<file path="src/hw/core_pkg.sv">
// constants for the bit-test, indirect-call and clear-accumulator execution block
package core_pkg;
  localparam int APB_AW = 8;
  localparam int DATA_W = 32;
  localparam int PC_W = 10;
  localparam int INSN_W = 14;
  localparam int STACK_DEPTH = 8;
  localparam int FILE_DEPTH = 64;
  // register byte offsets
  localparam logic [APB_AW-1:0] OFF_INSN = 8'h00;
  localparam logic [APB_AW-1:0] OFF_ACCUM = 8'h04;
  localparam logic [APB_AW-1:0] OFF_TPTR = 8'h08;
  localparam logic [APB_AW-1:0] OFF_PC = 8'h0c;
  localparam logic [APB_AW-1:0] OFF_STATUS = 8'h10;
  localparam logic [APB_AW-1:0] OFF_FIDX = 8'h14;
  localparam logic [APB_AW-1:0] OFF_FDATA = 8'h18;
  localparam logic [APB_AW-1:0] OFF_STACK = 8'h1c;
  localparam logic [APB_AW-1:0] OFF_CYCLES = 8'h20;
  // instruction word fields
  localparam int OP_LSB = 11;
  localparam int OP_W = 3;
  localparam int BIT_LSB = 8;
  localparam int BIT_W = 3;
  localparam int FILE_LSB = 0;
  localparam int FILE_W = 6;
  // status fields
  localparam int ST_ZERO = 0;
  localparam int ST_BUSY = 1;
  localparam int ST_SQUASH = 2;
  localparam int ST_SP_LSB = 4;
  // reset values and program counter step
  localparam logic [7:0] ACCUM_RST = 8'h00;
  localparam logic [7:0] TPTR_RST = 8'h00;
  localparam logic [PC_W-1:0] PC_RST = 10'h000;
  localparam logic ZERO_RST = 1'b0;
  localparam logic [PC_W-1:0] PC_STEP = 10'h001;
  typedef enum logic [2:0] {
    OP_NOP = 3'b000,
    OP_TEST_CLR = 3'b001,
    OP_TEST_SET = 3'b010,
    OP_ICALL = 3'b011,
    OP_CLRACC = 3'b100
  } opcode_t;
  typedef enum logic [1:0] {
    S_IDLE = 2'b00,
    S_RUN = 2'b01,
    S_FLUSH = 2'b10
  } state_t;
  typedef enum logic [3:0] {
    R_INSN = 4'b0000,
    R_ACCUM = 4'b0001,
    R_TPTR = 4'b0010,
    R_PC = 4'b0011,
    R_STATUS = 4'b0100,
    R_FIDX = 4'b0101,
    R_FDATA = 4'b0110,
    R_STACK = 4'b0111,
    R_CYCLES = 4'b1000,
    R_NONE = 4'b1111
  } reg_id_t;
endpackage

</file>
<file path="src/hw/stack_if.sv">
// link between the execution core and the return stack
`timescale 1ns/1ps
`default_nettype none
interface stack_if #(parameter int PC_W = 10, parameter int SP_W = 3);
  logic push;
  logic [PC_W-1:0] push_data;
  logic [SP_W-1:0] sp;
  logic [SP_W-1:0] rd_idx;
  logic [PC_W-1:0] rd_data;
  modport core (output push, output push_data, output rd_idx, input sp, input rd_data);
  modport stack (input push, input push_data, input rd_idx, output sp, output rd_data);
endinterface
`default_nettype wire

</file>
<file path="src/hw/return_stack.sv">
// return-address stack with a wrapping pointer
`timescale 1ns/1ps
`default_nettype none
module return_stack #(
  parameter int DEPTH = core_pkg::STACK_DEPTH,
  parameter int SP_W = 3
) (
  input wire logic mclk,
  input wire logic rstn,
  stack_if.stack stk
);
  logic [core_pkg::PC_W-1:0] mem [DEPTH];
  logic [SP_W-1:0] sp_q;

  if (DEPTH != (1 << SP_W))
  begin : g_bad_depth
    $error("stack depth must be two to the power of the pointer width");
  end

  // push writes the entry under the pointer, then the pointer advances
  always_ff @(posedge mclk)
  begin
    if (stk.push)
    begin
      mem[sp_q] <= stk.push_data;
    end
  end

  always_ff @(posedge mclk or negedge rstn)
  begin
    if (!rstn)
    begin
      sp_q <= '0;
    end
    else if (stk.push)
    begin
      sp_q <= sp_q + SP_W'(1);
    end
  end

  assign stk.sp = sp_q;
  assign stk.rd_data = mem[stk.rd_idx];
endmodule // return_stack
`default_nettype wire

</file>
<file path="src/hw/bit_select.sv">
// picks one bit of a file register byte
`timescale 1ns/1ps
`default_nettype none
module bit_select #(parameter int WIDTH = 8, parameter int IDX_W = 3) (
  input wire logic [WIDTH-1:0] byte_in,
  input wire logic [IDX_W-1:0] idx,
  output logic bit_out
);
  logic [WIDTH-1:0] hit;

  if (WIDTH > (1 << IDX_W))
  begin : g_bad_width
    $error("index too narrow for byte width");
  end

  for (genvar i = 0; i < WIDTH; i++)
  begin : g_hit
    assign hit[i] = byte_in[i] && (idx == IDX_W'(i));
  end

  assign bit_out = |hit;
endmodule // bit_select
`default_nettype wire

</file>
<file path="src/hw/insn_exec.sv">
// execution core for bit-test skips, indirect call and accumulator clear
//
// Overview of operation
// - test clear skips next when bit is 0
// - test set skips next when bit is 1
// - skip discards prefetched instruction, runs nop instead
// - indirect call pushes program counter plus one
// - call loads pc from pointer low bits, accumulator
// - push stores at pointer then pointer advances
// - clear accumulator zeroes it, sets zero flag
// - file index 0..63, bit position 0..7
`timescale 1ns/1ps
`default_nettype none
module insn_exec #(
  parameter int STACK_DEPTH = core_pkg::STACK_DEPTH
) (
  input wire logic mclk,
  input wire logic rstn,
  input wire logic psel,
  input wire logic penable,
  input wire logic pwrite,
  input wire logic [core_pkg::APB_AW-1:0] paddr,
  input wire logic [core_pkg::DATA_W-1:0] pwdata,
  output logic [core_pkg::DATA_W-1:0] prdata,
  output logic pready,
  output logic pslverr
);
  localparam int SP_W = $clog2(STACK_DEPTH);

  if (STACK_DEPTH < 2 || STACK_DEPTH > 16)
  begin : g_bad_depth
    $error("stack depth must be 2 to 16");
  end

  ////////////////////////////////////////////////////////////////////////////
  // address decode
  function automatic core_pkg::reg_id_t reg_of(input logic [core_pkg::APB_AW-1:0] a);
    if (a == core_pkg::OFF_INSN) return core_pkg::R_INSN;
    else if (a == core_pkg::OFF_ACCUM) return core_pkg::R_ACCUM;
    else if (a == core_pkg::OFF_TPTR) return core_pkg::R_TPTR;
    else if (a == core_pkg::OFF_PC) return core_pkg::R_PC;
    else if (a == core_pkg::OFF_STATUS) return core_pkg::R_STATUS;
    else if (a == core_pkg::OFF_FIDX) return core_pkg::R_FIDX;
    else if (a == core_pkg::OFF_FDATA) return core_pkg::R_FDATA;
    else if (a == core_pkg::OFF_STACK) return core_pkg::R_STACK;
    else if (a == core_pkg::OFF_CYCLES) return core_pkg::R_CYCLES;
    else return core_pkg::R_NONE;
  endfunction

  core_pkg::reg_id_t rid;
  core_pkg::state_t state_q;
  logic [core_pkg::DATA_W-1:0] prdata_q;
  logic [core_pkg::DATA_W-1:0] rd_val;
  logic [core_pkg::DATA_W-1:0] cycles_q;
  logic pready_q;
  logic pslverr_q;
  logic busy;
  logic stall;
  logic done;
  logic wr_done;
  logic [core_pkg::INSN_W-1:0] insn_q;
  logic [7:0] accum_q;
  logic [7:0] tptr_q;
  logic [core_pkg::PC_W-1:0] pc_q;
  logic zero_q;
  logic squash_q;
  logic [core_pkg::FILE_W-1:0] fidx_q;
  logic [7:0] file_mem [core_pkg::FILE_DEPTH];
  core_pkg::opcode_t op;
  logic [core_pkg::FILE_W-1:0] f_addr;
  logic [core_pkg::BIT_W-1:0] f_bit;
  logic tbit;
  logic live;
  logic do_skip;

  stack_if #(.PC_W(core_pkg::PC_W), .SP_W(SP_W)) stk ();

  assign rid = reg_of(paddr);
  assign busy = (state_q != core_pkg::S_IDLE);
  // writes wait while an instruction executes
  assign stall = pwrite && busy;
  assign done = psel && penable && pready_q;
  assign wr_done = done && pwrite;

  ////////////////////////////////////////////////////////////////////////////
  // apb slave: one wait state, answer registered
  always_comb
  begin
    rd_val = '0;
    if (rid == core_pkg::R_INSN) rd_val[core_pkg::INSN_W-1:0] = insn_q;
    else if (rid == core_pkg::R_ACCUM) rd_val[7:0] = accum_q;
    else if (rid == core_pkg::R_TPTR) rd_val[7:0] = tptr_q;
    else if (rid == core_pkg::R_PC) rd_val[core_pkg::PC_W-1:0] = pc_q;
    else if (rid == core_pkg::R_STATUS)
    begin
      rd_val[core_pkg::ST_ZERO] = zero_q;
      rd_val[core_pkg::ST_BUSY] = busy;
      rd_val[core_pkg::ST_SQUASH] = squash_q;
      rd_val[core_pkg::ST_SP_LSB +: SP_W] = stk.sp;
    end
    else if (rid == core_pkg::R_FIDX) rd_val[core_pkg::FILE_W-1:0] = fidx_q;
    else if (rid == core_pkg::R_FDATA) rd_val[7:0] = file_mem[fidx_q];
    else if (rid == core_pkg::R_STACK) rd_val[core_pkg::PC_W-1:0] = stk.rd_data;
    else if (rid == core_pkg::R_CYCLES) rd_val = cycles_q;
  end

  always_ff @(posedge mclk or negedge rstn)
  begin
    if (!rstn)
    begin
      pready_q <= 1'b0;
      pslverr_q <= 1'b0;
      prdata_q <= '0;
    end
    else if (psel && penable && !pready_q && !stall)
    begin
      pready_q <= 1'b1;
      pslverr_q <= (rid == core_pkg::R_NONE);
      prdata_q <= pwrite ? '0 : rd_val;
    end
    else
    begin
      pready_q <= 1'b0;
      pslverr_q <= 1'b0;
    end
  end

  assign prdata = prdata_q;
  assign pready = pready_q;
  assign pslverr = pslverr_q;

  ////////////////////////////////////////////////////////////////////////////
  // instruction decode
  assign op = core_pkg::opcode_t'(insn_q[core_pkg::OP_LSB +: core_pkg::OP_W]);
  assign f_addr = insn_q[core_pkg::FILE_LSB +: core_pkg::FILE_W];
  assign f_bit = insn_q[core_pkg::BIT_LSB +: core_pkg::BIT_W];
  // live: executing for real, not the discarded prefetch slot
  assign live = (state_q == core_pkg::S_RUN) && !squash_q;
  assign do_skip = live && (((op == core_pkg::OP_TEST_CLR) && !tbit)
    || ((op == core_pkg::OP_TEST_SET) && tbit));

  bit_select #(.WIDTH(8), .IDX_W(core_pkg::BIT_W)) u_bit (
    .byte_in(file_mem[f_addr]),
    .idx(f_bit),
    .bit_out(tbit)
  );

  return_stack #(.DEPTH(STACK_DEPTH), .SP_W(SP_W)) u_stack (
    .mclk(mclk),
    .rstn(rstn),
    .stk(stk)
  );

  assign stk.push = live && (op == core_pkg::OP_ICALL);
  assign stk.push_data = pc_q + core_pkg::PC_STEP;
  assign stk.rd_idx = fidx_q[SP_W-1:0];

  ////////////////////////////////////////////////////////////////////////////
  // sequencing
  always_ff @(posedge mclk or negedge rstn)
  begin
    if (!rstn)
    begin
      state_q <= core_pkg::S_IDLE;
    end
    else
    begin
      case (state_q)
        core_pkg::S_IDLE:
          if (wr_done && rid == core_pkg::R_INSN) state_q <= core_pkg::S_RUN;
        core_pkg::S_RUN:
          // reload costs a second cycle for the flushed fetch
          if (live && op == core_pkg::OP_ICALL) state_q <= core_pkg::S_FLUSH;
          else state_q <= core_pkg::S_IDLE;
        core_pkg::S_FLUSH:
          state_q <= core_pkg::S_IDLE;
        default:
          state_q <= core_pkg::S_IDLE;
      endcase
    end
  end

  always_ff @(posedge mclk or negedge rstn)
  begin
    if (!rstn) insn_q <= '0;
    else if (wr_done && rid == core_pkg::R_INSN) insn_q <= pwdata[core_pkg::INSN_W-1:0];
  end

  // the next instruction fetched after a skip is replaced by a nop
  always_ff @(posedge mclk or negedge rstn)
  begin
    if (!rstn) squash_q <= 1'b0;
    else if (do_skip) squash_q <= 1'b1;
    else if (state_q == core_pkg::S_RUN) squash_q <= 1'b0;
  end

  always_ff @(posedge mclk or negedge rstn)
  begin
    if (!rstn) pc_q <= core_pkg::PC_RST;
    else if (live && op == core_pkg::OP_ICALL) pc_q <= {tptr_q[1:0], accum_q};
    else if (state_q == core_pkg::S_RUN) pc_q <= pc_q + core_pkg::PC_STEP;
    else if (wr_done && rid == core_pkg::R_PC) pc_q <= pwdata[core_pkg::PC_W-1:0];
  end

  always_ff @(posedge mclk or negedge rstn)
  begin
    if (!rstn) accum_q <= core_pkg::ACCUM_RST;
    else if (live && op == core_pkg::OP_CLRACC) accum_q <= 8'h00;
    else if (wr_done && rid == core_pkg::R_ACCUM) accum_q <= pwdata[7:0];
  end

  always_ff @(posedge mclk or negedge rstn)
  begin
    if (!rstn) zero_q <= core_pkg::ZERO_RST;
    else if (live && op == core_pkg::OP_CLRACC) zero_q <= 1'b1;
    else if (wr_done && rid == core_pkg::R_STATUS) zero_q <= pwdata[core_pkg::ST_ZERO];
  end

  always_ff @(posedge mclk or negedge rstn)
  begin
    if (!rstn) tptr_q <= core_pkg::TPTR_RST;
    else if (wr_done && rid == core_pkg::R_TPTR) tptr_q <= pwdata[7:0];
  end

  always_ff @(posedge mclk or negedge rstn)
  begin
    if (!rstn) fidx_q <= '0;
    else if (wr_done && rid == core_pkg::R_FIDX) fidx_q <= pwdata[core_pkg::FILE_W-1:0];
  end

  always_ff @(posedge mclk)
  begin
    if (wr_done && rid == core_pkg::R_FDATA) file_mem[fidx_q] <= pwdata[7:0];
  end

  // execution cycles, flushed slots included
  always_ff @(posedge mclk or negedge rstn)
  begin
    if (!rstn) cycles_q <= '0;
    else if (busy) cycles_q <= cycles_q + 32'h0000_0001;
  end
endmodule // insn_exec
`default_nettype wire

</file>
<file path="config.mk">
export PLATFORM = sky130hd
export DESIGN_NAME = insn_exec
export DESIGN_NICKNAME = d
export VERILOG_FILES = /design/src/hw/core_pkg.sv /design/src/hw/stack_if.sv /design/src/hw/return_stack.sv /design/src/hw/bit_select.sv /design/src/hw/insn_exec.sv
export SDC_FILE = /design/constraint.sdc
export NUM_CORES = 1
export LEC_CHECK = 0
export BUFFER_PORTS_ARGS = -buffer_cell sky130_fd_sc_hd__buf_4
export CORE_MARGIN = 3
export CORE_UTILIZATION = 60
export CTS_CLUSTER_DIAMETER = 60
export DETAILED_ROUTE_END_ITERATION = 8
export PLACE_DENSITY_LB_ADDON = 0.1
export SETUP_SLACK_MARGIN = 0.2
export SLEW_MARGIN = 20
export SYNTH_ARGS = -nofsm -noshare
export SYNTH_HDL_FRONTEND = slang
export SYNTH_HIERARCHICAL = 1
export SYNTH_SLANG_ARGS = --single-unit
</file>
<file path="constraint.sdc">
create_clock -name mclk -period 3.5 [get_ports mclk]
set_input_delay 0.7 -clock mclk [delete_from_list [all_inputs] [get_ports mclk]]
set_output_delay 0.7 -clock mclk [all_outputs]
set_load 0.02 [all_outputs]
</file>
### Word-level counts from Yosys, hierarchy flattened

Memory sizes are Yosys's and may differ from the RTL's.
Cells that the tools add are included.

| storage, ports and cells | value |
|---|---|
| flip-flop bits (word level) | 119 |
| memory bits (writable) | 592 |
| word-level logic and storage cells | 163 |
| memories kept | 2 |

| operators by class | value |
|---|---|
| $add $sub $neg | 3 |
| equal/unequal tests | 30 |
| muxes and demuxes | 73 |
| reduce and logical (&&, ||, !) cells | 42 |

Memories:

| memory | depth | width | rd ports | clocked after Yosys merged registers in | wr ports | line | text |
|---|---|---|---|---|---|---|---|
| file_mem | 64 | 8 | 2 | 0 | 1 | insn_exec.sv:68 | `logic [7:0] file_mem [core_pkg::FILE_DEPTH];` |
| u_stack.mem | 8 | 10 | 1 | 0 | 1 | return_stack.sv:12 | `logic [core_pkg::PC_W-1:0] mem [DEPTH];` |

Operators with widths:

| operator | count |
|---|---|
| $mux W32 | 10 |
| $mux W26 | 6 |
| $mux W10 | 12 |
| $mux W8 | 11 |
| $mux W24 | 3 |
| $mux W22 | 2 |
| $add A32 B1 Y32 const B | 1 |
| $eq A8 B5 Y1 const B | 4 |
| $mux W4 | 8 |
| $logic_and A1 B1 Y1 | 27 |
| $mux W25 | 1 |
| $mux W18 | 1 |
| $eq A4 B3 Y1 const B | 4 |
| $eq A8 B4 Y1 const B | 2 |
| $eq A3 B3 Y1 const B | 5 |
| $mux W14 | 1 |
| $eq A3 B2 Y1 const B | 4 |
| $mux W1 | 11 |
| $add A10 B1 Y10 const B | 1 |
| $mux W3 | 3 |
| $eq A4 B2 Y1 const B | 2 |
| $eq A4 B4 Y1 const B | 2 |
| $eq A8 B3 Y1 const B | 1 |
| $eq A8 B6 Y1 const B | 1 |
| other kinds (17) | 25 |

### Depth between registers and ports, before layout

Gate-level depths: netlist (run 1).

| logic depth | value |
|---|---|
| depth after elaboration | 47 |
| mapped depth | 13 |
| gate-level depth less buffers | 10 |

### Cells and area by module

Netlist (run 1), hierarchy kept.

Modules (own cells, without submodules):

| module | instances | cells each | area an instance (um2) |
|---|---|---|---|
| insn_exec | 1 | 1940 | 30135.2 |
| return_stack | 1 | 136 | 3253.1 |
| bit_select | 1 | 3 | 63.8 |

### Worst setup path before layout (run 1)

Ideal clock, no wire load.

| path | value |
|---|---|
| path kind | register to register |
| from | register insn_q[0] (netlist name) |
| to | register squash_q |
| setup time | 0.121 ns |
| data arrival time | 3.087 ns |
| required time | 3.379 ns |
| slack | 0.292 ns |
| stages on the path, launching flop included | 13 |
| path buffers | 3 |
| clock period less this slack | 3.208 ns |
| cells stage by stage | dfrtp_1 > clkbuf_1 > buf_6 > buf_2 > mux4_2 > mux4_2 > a22oi_1 > nand2_1 > mux4_1 > mux2_2 > nand2_1 > o21ai_0 > a22o_1 |

| on the way | value |
|---|---|
| word-level cells in the longest chain between the ends | 8 |
| elaborated cells on any way between the ends | 17 |
| classes of those cells | mux: 1; reduce/logical: 15; memory: 1 |

RTL lines:

| item | line | text |
|---|---|---|
| from (decl) | insn_exec.sv:61 | `logic [core_pkg::INSN_W-1:0] insn_q;` |
| from (signal assigned) | insn_exec.sv:186 | `else if (wr_done && rid == core_pkg::R_INSN) insn_q <= pwdata[core_pkg::INSN_W-1:0];` |
| $mem_v2 Z64 W8 * | n/a |  |
| $logic_and A1 B1 Y1 | bit_select.sv:18 | `assign hit[i] = byte_in[i] && (idx == IDX_W'(i));` |
| $reduce_or A8 Y1 * | bit_select.sv:21 | `assign bit_out = \|hit;` |
| named net tbit | insn_exec.sv:72 | `logic tbit;` |
| $logic_not A1 Y1 | insn_exec.sv:139 | `assign do_skip = live && (((op == core_pkg::OP_TEST_CLR) && !tbit)` |
| $logic_and A1 B1 Y1 | insn_exec.sv:139 |  |
| $logic_or A1 B1 Y1 * | insn_exec.sv:140 | `\|\| ((op == core_pkg::OP_TEST_SET) && tbit));` |
| $logic_and A1 B1 Y1 * | insn_exec.sv:139 |  |
| $mux W1 or $reduce_bool A2 Y1 (tied branches) | n/a |  |
| to (signal assigned) | insn_exec.sv:192 | `if (!rstn) squash_q <= 1'b0;` |
| to (signal assigned) | insn_exec.sv:193 | `else if (do_skip) squash_q <= 1'b1;` |
| to (signal assigned) | insn_exec.sv:194 | `else if (state_q == core_pkg::S_RUN) squash_q <= 1'b0;` |
| to (decl) | insn_exec.sv:66 | `logic squash_q;` |

The timed path passes the listed nets; every way through them passes the cells marked *.
A chain may end at the register's enable or synchronous reset.

### Final worst setup path (run 1)

Same ends and word-level chain as after synthesis.

==> results.sh, run 1 <==
export IMPL_synth_adder_area_share_pct=0.112
export IMPL_p_leak_nw=13.2
export IMPL_design_area_sq_mm=0.0387
export IMPL_die_w_microns=242
export IMPL_synth_edf_count=592
export IMPL_dr_first_iter_drc_count=3361
export IMPL_cts_sinks=711
export IMPL_failed_checks="negative setup slack"
export IMPL_syn_nets=2127
export IMPL_ant_nets=0
export IMPL_syn_inst=2079
export IMPL_grt_pass1_wl_microns=150000
export IMPL_h_tree_depth=3
export IMPL_avgRoutedWirePerCell_microns=33.3
export IMPL_worstPathArrival_ns=4.11
export IMPL_die_area_sq_mm=0.0586
export IMPL_layout_drive_gt1_share_pct=31.6
export IMPL_min_period_over_period_pct=101
export IMPL_switching_share_pct=20.4
export IMPL_async_flop_share_pct=16.7
export IMPL_p_int_mw=13.9
export IMPL_n_antenna_cell=0
export IMPL_status="finished, violations left"
export IMPL_grt_max_degree=71
export IMPL_rsz0062_at_grt="true"
export IMPL_maxSlewHeadroom_pct=39.2
export IMPL_yosys_mux_area_fraction_pct=20.3
export IMPL_vias_per_cell=7.18
export IMPL_vias=22147
export IMPL_path_clk_slew_ns=0.06
export IMPL_tightest_slew_ns=0.910
export IMPL_synth_yosys_seq_area_share_pct=62.0
export IMPL_max_freq_ghz=0.282
export IMPL_reg2reg_depth=14
export IMPL_nets=2338
export IMPL_synth_simple_area_share_pct=6.42
export IMPL_gr_usage_all_layers_pct=35.2
export IMPL_routed_wirelength_microns=103000
export IMPL_die_h_microns=242
export IMPL_grt_overflow=0
export IMPL_final_common_cell="edfxtp_1"
export IMPL_r2r_start="insn_q[0]$_DFFE_PN0P_"
export IMPL_coreArea_sq_mm=0.0545
export IMPL_final_cell_mix="592 x edfxtp_1, 253 x buf_4, 210 x mux4_2"
export IMPL_syn_cell_area_sq_mm=0.0335
export IMPL_synth_xor_area_share_pct=1.07
export IMPL_p_seq_share_pct=52.5
export IMPL_cts_tree="built"
export IMPL_finalWorstSetupSlack_ns=-0.0514
export IMPL_clkPwrFrac_pct=45.4
export IMPL_path_class="reg2reg"
export IMPL_synth_top_family_by_area="multiplexers"
export IMPL_syn_area_per_cell_sq_um=16.1
export IMPL_grt_pass1_vias=21775
export IMPL_period_needed_ns=3.55
export IMPL_synth_compound_area_share_pct=7.30
export IMPL_io_pins=79
export IMPL_r2r_slack_ns=-0.05
export IMPL_area_growth_pct=15.6
export IMPL_cts_hold_fix_buffers=0
export IMPL_combPwrFrac_pct=2.0
export IMPL_rows=85
export IMPL_min_path_type="in2async"
export IMPL_skew_ns=0.0264
export IMPL_switching_power_mw=3.56
export IMPL_slew_violations=0
export IMPL_start_util_pct=61.4
export IMPL_n_fill_cell=3572
export IMPL_ys_types=83
export IMPL_drv_cap=0
export IMPL_post_dp_cell_area_sq_mm=0.0359
export IMPL_ys_ff_latch=711
export IMPL_r2r_end="squash_q$_DFFE_PN0P_"
export IMPL_p_per_area_mw_per_mm2=452
export IMPL_dp_hpwl_microns=68200
export IMPL_power_mw=17.5
export IMPL_gp_congestion=1.01
export IMPL_ir_drop_v=0.000505
export IMPL_insertion_delay_ns=0.63
export IMPL_startpoint_type="register"
export IMPL_drtPass1Iterations=6
export IMPL_drc=0
export IMPL_hold_viol=0
export IMPL_root_buffer="clkbuf_16"
export IMPL_cp_end_kind="register"
export IMPL_cp_max_fo=6
export IMPL_cts_inserted_buffers=74
export IMPL_clockBufferDepth=3
export IMPL_report_final_setup_viol=1
export IMPL_io_buffers=60
export IMPL_synth_ff_type="edfxtp_1"
export IMPL_antenna_found_initial=0
export IMPL_synth_warnings=6
export IMPL_worst_ep_required_time_ns=4.06
synthesized netlist by cell type, types with 6 or more instances:
cell | n | area share [%]
a211oi_1 | 15 | 0.34
a21oi_1 | 45 | 0.67
a221oi_1 | 13 | 0.34
a22o_1 | 18 | 0.47
a22oi_1 | 32 | 0.72
a2bb2oi_1 | 11 | 0.29
a31oi_1 | 11 | 0.21
and3_1 | 9 | 0.17
buf_1 | 13 | 0.15
buf_2 | 45 | 0.67
buf_4 | 19 | 0.43
buf_6 | 14 | 0.47
clkbuf_1 | 60 | 0.67
dfrtp_1 | 119 | 8.9
edfxtp_1 | 592 | 53
inv_1 | 18 | 0.20
mux2_2 | 88 | 3.0
mux2i_1 | 52 | 1.6
mux4_1 | 23 | 1.8
mux4_2 | 208 | 14
nand2_1 | 100 | 1.1
nand2b_1 | 15 | 0.28
nand3_1 | 24 | 0.36
nand4_1 | 14 | 0.26
nor2_1 | 152 | 1.7
nor2b_1 | 15 | 0.28
nor3_1 | 43 | 0.64
nor3_2 | 6 | 0.18
nor4_1 | 13 | 0.24
o21ai_0 | 36 | 0.54
o21ai_1 | 6 | 0.090
o221ai_1 | 38 | 0.99
o22a_1 | 6 | 0.16
o22ai_1 | 59 | 1.1
or2_2 | 6 | 0.11
or3_1 | 10 | 0.19
xnor2_1 | 24 | 0.63
xor2_1 | 17 | 0.45
per-layer routing:
metal | vias up | GRT usage, % | part of all wire (%)
met2 | 1607 | 55.0 | 47
met4 | 0 | 15.9 | 5.5
met1 | 11248 | 47.6 | 35
met3 | 341 | 8.50 | 12
li1 | 8951 | - | -
met5 | - | 0 | 0
kinds of logic after synthesis:
group	after synthesis
buffers and inverters	172
adder cells (fa/ha/maj)	3
AND/OR/NAND/NOR	440
XOR/XNOR	41
multiplexers	371
AO/OA/AOI/OAI	341
flip-flops	711
worst max-delay path by stage:
stage / startpoint / to / slack [ns] / depth (start not counted)
2_1_floorplan: insn_q[0]$_DFFE_PN0P_ / squash_q$_DFFE_PN0P_ / 0.29 / 12
3_3_place_gp: insn_q[0]$_DFFE_PN0P_ / squash_q$_DFFE_PN0P_ / -0.11 / 11
3_5_place_dp: insn_q[0]$_DFFE_PN0P_ / squash_q$_DFFE_PN0P_ / -0.13 / 10
4_1_cts: insn_q[0]$_DFFE_PN0P_ / squash_q$_DFFE_PN0P_ / -0.01 / 13
5_1_grt: insn_q[0]$_DFFE_PN0P_ / squash_q$_DFFE_PN0P_ / -0.15 / 13
6_report: insn_q[0]$_DFFE_PN0P_ / squash_q$_DFFE_PN0P_ / -0.05 / 14
flip-flops by register name (all words and copies together), names as in the netlist:
register        count
file_mem          512
zero_q              1
cycles_q           32
tptr_q              8
pready              1
accum_q             8
insn_q             14
prdata             32
pc_q               10
squash_q            1
state_q             2
u_stack/stk.sp      3
fidx_q              6
u_stack/mem        80
pslverr             1
repair_timing:
action                                  in CTS  in global routing
resized for setup                           19                 11
pin swaps                                    2                  4
endpoints found under the setup margin       3                  2
cloned                                       5                  0
buffers inserted                             8                  0
worst max-delay path, cell delays in order (launching register included):
cell and delay, ns:
dfrtp_4 0.49, buf_12 0.16, buf_6 0.13, buf_16 0.14, mux4_2 0.45, mux4_2 0.54, a22oi_2 0.20, buf_4 0.16
nand2_1 0.06, mux4_2 0.46, mux2_4 0.30, nor2_2 0.11, nand2_1 0.07, o21ai_2 0.07, a22o_1 0.13
stage by stage:
stage,hold slack [ns],utilization (%),std cells,setup WS (ns),setup TNS (ns)
6_report,0.201,71.0,3084,-0.0514,-0.0514
5_1_grt,0.257,71.0,3084,-0.146,-0.146
4_1_cts,0.225,70.9,3084,-0.0122,-0.0122
3_5_place_dp,0.464,65.9,2940,-0.135,-0.135
3_3_place_gp,0.462,65.9,2940,-0.113,-0.113
2_1_floorplan,0.404,-,2079,0.292,0
area by class of cell:
cell class | instances | area [sq um] | share of cell area (%)
inverter | 19 | 71.3 | 0.184
sequential | 711 | 20800 | 53.7
multi-input combinational | 1196 | 11900 | 30.7
clock buffer | 84 | 1890 | 4.89
tap | 739 | 925 | 2.39
clock inverter | 47 | 533 | 1.38
timing repair buffer | 288 | 2610 | 6.76
power by group through the flow:
| stage | combinational, mW | clock [mW] | sequential (mW) |
|---|---|---|---|
| after floorplan | 0.123 | 0 | 9.35 |
| after global placement | 0.340 | 0 | 9.35 |
| after detailed placement | 0.348 | 0 | 9.35 |
| after CTS | 0.354 | 8.02 | 9.17 |
| after global routing | 0.383 | 8.36 | 9.17 |
| final | 0.357 | 7.94 | 9.17 |
Note: power is estimated with default switching activity, not from simulation.
==> inputs of run 2 (changes only) <==
--- a/config.mk
+++ b/config.mk
@@ -6,8 +6,9 @@
 export NUM_CORES = 1
 export LEC_CHECK = 0
 export BUFFER_PORTS_ARGS = -buffer_cell sky130_fd_sc_hd__buf_4
+export CORE_ASPECT_RATIO = 0.5
 export CORE_MARGIN = 3
-export CORE_UTILIZATION = 60
+export CORE_UTILIZATION = 63
 export CTS_CLUSTER_DIAMETER = 60
 export DETAILED_ROUTE_END_ITERATION = 8
 export PLACE_DENSITY_LB_ADDON = 0.1
==> results.sh, run 2 (synthesis results as in run 1) <==
export IMPL_layout_drive_gt1_share_pct=31.2
export IMPL_gp_congestion=1.02
export IMPL_p_seq_share_pct=56.9
export IMPL_area_growth_pct=14.2
export IMPL_finalWorstSetupSlack_ns=-0.0218
export IMPL_drv_cap=0
export IMPL_vias=22199
export IMPL_hold_viol=0
export IMPL_drtPass1Iterations=6
export IMPL_h_tree_depth=2
export IMPL_rows=59
export IMPL_gr_usage_all_layers_pct=36.7
export IMPL_path_clk_slew_ns=0.07
export IMPL_largestRegisters="file_mem: 512 flops, u_stack/mem: 80 flops"
export IMPL_clockBufferDepth=3
export IMPL_top_register="file_mem"
export IMPL_r2r_end="squash_q$_DFFE_PN0P_"
export IMPL_min_period_over_period_pct=101
export IMPL_report_final_setup_viol=1
export IMPL_ant_nets=0
export IMPL_p_int_mw=12.8
export IMPL_switching_share_pct=20.5
export IMPL_use_met1_pct=54.0
export IMPL_maxSlewHeadroom_pct=43.5
export IMPL_rsz0062_at_grt="true"
export IMPL_post_dp_cell_area_sq_mm=0.0360
export IMPL_cts_inserted_buffers=59
export IMPL_combPwrFrac_pct=2.2
export IMPL_cts_hold_fix_buffers=0
export IMPL_avgRoutedWirePerCell_microns=33.3
export IMPL_coreArea_sq_mm=0.0522
export IMPL_cp_common_cell="mux4_2"
export IMPL_crit_path_cell_trace="buf_6 -> buf_12 -> buf_12 -> mux4_2 -> mux4_2 -> a22oi_2 -> nand2_1 -> mux4_2 -> mux2_4 -> nand2_1 -> o21ai_1 -> a22o_1"
export IMPL_cp_slowest_cell="mux4_2"
export IMPL_crit_path_end="squash_q$_DFFE_PN0P_"
export IMPL_antenna_found_initial=5
export IMPL_cp_max_fo=8
export IMPL_io_buffers=60
export IMPL_n_fill_cell=3219
export IMPL_worst_ep_required_time_ns=4.03
export IMPL_vias_per_cell=7.30
export IMPL_start_util_pct=64.1
export IMPL_p_per_area_mw_per_mm2=422
export IMPL_max_stage_delay_ns=0.58
export IMPL_period_needed_ns=3.52
export IMPL_r2r_slack_ns=-0.02
export IMPL_design_area_sq_mm=0.0382
export IMPL_path_class="reg2reg"
export IMPL_skew_ns=0.0202
export IMPL_root_buffer="clkbuf_16"
export IMPL_r2r_start="insn_q[0]$_DFFE_PN0P_"
export IMPL_dp_hpwl_microns=68700
export IMPL_grt_busiest_layer="met1"
export IMPL_dr_first_iter_drc_count=3574
export IMPL_die_area_sq_mm=0.0561
export IMPL_crit_start="insn_q[0]$_DFFE_PN0P_"
export IMPL_clkPwrFrac_pct=40.9
export IMPL_insertion_delay_ns=0.64
export IMPL_holdWs_ns=0.0966
export IMPL_final_common_cell="edfxtp_1"
export IMPL_max_freq_ghz=0.284
export IMPL_met2_usage_pct=52.9
export IMPL_largest_reg_flops=512
export IMPL_grtUsageMet3_pct=12.5
export IMPL_status="finished, violations left"
export IMPL_drc=0
export IMPL_die_h_microns=169
export IMPL_ir_drop_v=0.000416
export IMPL_routed_wirelength_microns=101000
export IMPL_slew_violations=0
export IMPL_io_pins=79
export IMPL_cp_end_kind="register"
export IMPL_grt_pass1_vias=21410
export IMPL_min_path_type="in2async"
export IMPL_final_cell_mix="592 x edfxtp_1, 265 x buf_4, 210 x mux4_2"
export IMPL_reg2reg_depth=12
export IMPL_nets=2340
export IMPL_grt_pass1_wl_microns=149000
export IMPL_setup_tns_ns=-0.0218
export IMPL_p_leak_nw=13.0
export IMPL_startpoint_type="register"
export IMPL_die_w_microns=332
export IMPL_switching_power_mw=3.30
export IMPL_tightest_slew_ns=0.848
export IMPL_cts_sinks=711
export IMPL_grt_max_degree=71
export IMPL_failed_checks="negative setup slack"
export IMPL_grt_overflow=0
export IMPL_worstPathArrival_ns=4.05
export IMPL_cts_tree="built"
## run 2: cell types whose count changed in the layout (fill, tap and decap cells not counted), moves of 4 or more
cell	change
buf_4	+12
buf_6	+4
bufinv_16	-6
clkbuf_16	-13
clkbuf_8	+4
clkinv_2	-6
inv_6	-4
## run 2: area by class of cell
class | count | area (sq um) | share of cell area, %
diodes | 1 | 2.50 | 0.00655
multi-input cells | 1196 | 11900 | 31.0
inverters | 19 | 71.3 | 0.187
flip-flops and latches | 711 | 20800 | 54.4
clock inverters | 26 | 226 | 0.593
well taps | 701 | 877 | 2.30
clock buffers | 80 | 1640 | 4.29
repair buffers | 305 | 2750 | 7.21
## run 2: critical path: cells and delay by family (launching register included)
| kind | cells | cell delay (ns) |
|---|---|---|
| mux | 4 | 1.90 |
| buf+inv | 3 | 0.46 |
| flops | 1 | 0.44 |
| compound gates | 3 | 0.43 |
| simple gates | 2 | 0.16 |
## run 2: stage by stage
stage,std cells,worst slack [ns],utilization [%],power [mW]
floorplan,2079,0.292,-,9.47
global placement,2922,-0.0723,69.0,9.69
detailed placement,2922,-0.0698,69.0,9.70
CTS,3038,0.0389,73.1,16.1
global route,3038,-0.0775,73.2,16.5
finish,3039,-0.0218,73.2,16.1
## run 2: worst min-delay path by stage
stage	depth (start not counted)	slack, ns	to
6_report	1	0.1	prdata[25]$_DFFE_PN0P_
5_1_grt	1	0.15	prdata[27]$_DFFE_PN0P_
4_1_cts	1	0.11	cycles_q[7]$_DFFE_PN0N_
3_5_place_dp	2	0.48	prdata[13]$_DFFE_PN0P_
3_3_place_gp	2	0.47	prdata[13]$_DFFE_PN0P_
2_1_floorplan	0	0.40	accum_q[0]$_DFFE_PN0P_
## run 2: timing repair
action | 4_1_cts | 5_1_grt
endpoints found under the setup margin | 1 | 1
gates cloned | 5 | 0
buffers inserted | 5 | 0
pin swaps | 12 | 2
resized for setup | 21 | 10
## run 2: metal layers
| layer | routed length, microns | vias to the layer above |
|---|---|---|
| met1 | 38200 | 11307 |
| li1 | - | 8941 |
| met4 | 3350 | 6 |
| met3 | 15500 | 254 |
| met2 | 44200 | 1691 |
| met5 | 38 | - |
## run 2: power by group through the flow
| stage | Clock, mW | Combinational (mW) | Sequential (mW) |
|---|---|---|---|
| final | 6.59 | 0.359 | 9.17 |
| after global routing | 6.98 | 0.386 | 9.16 |
| after CTS | 6.62 | 0.353 | 9.17 |
| after detailed placement | 0 | 0.351 | 9.35 |
| after global placement | 0 | 0.343 | 9.35 |
| after floorplan | 0 | 0.123 | 9.35 |
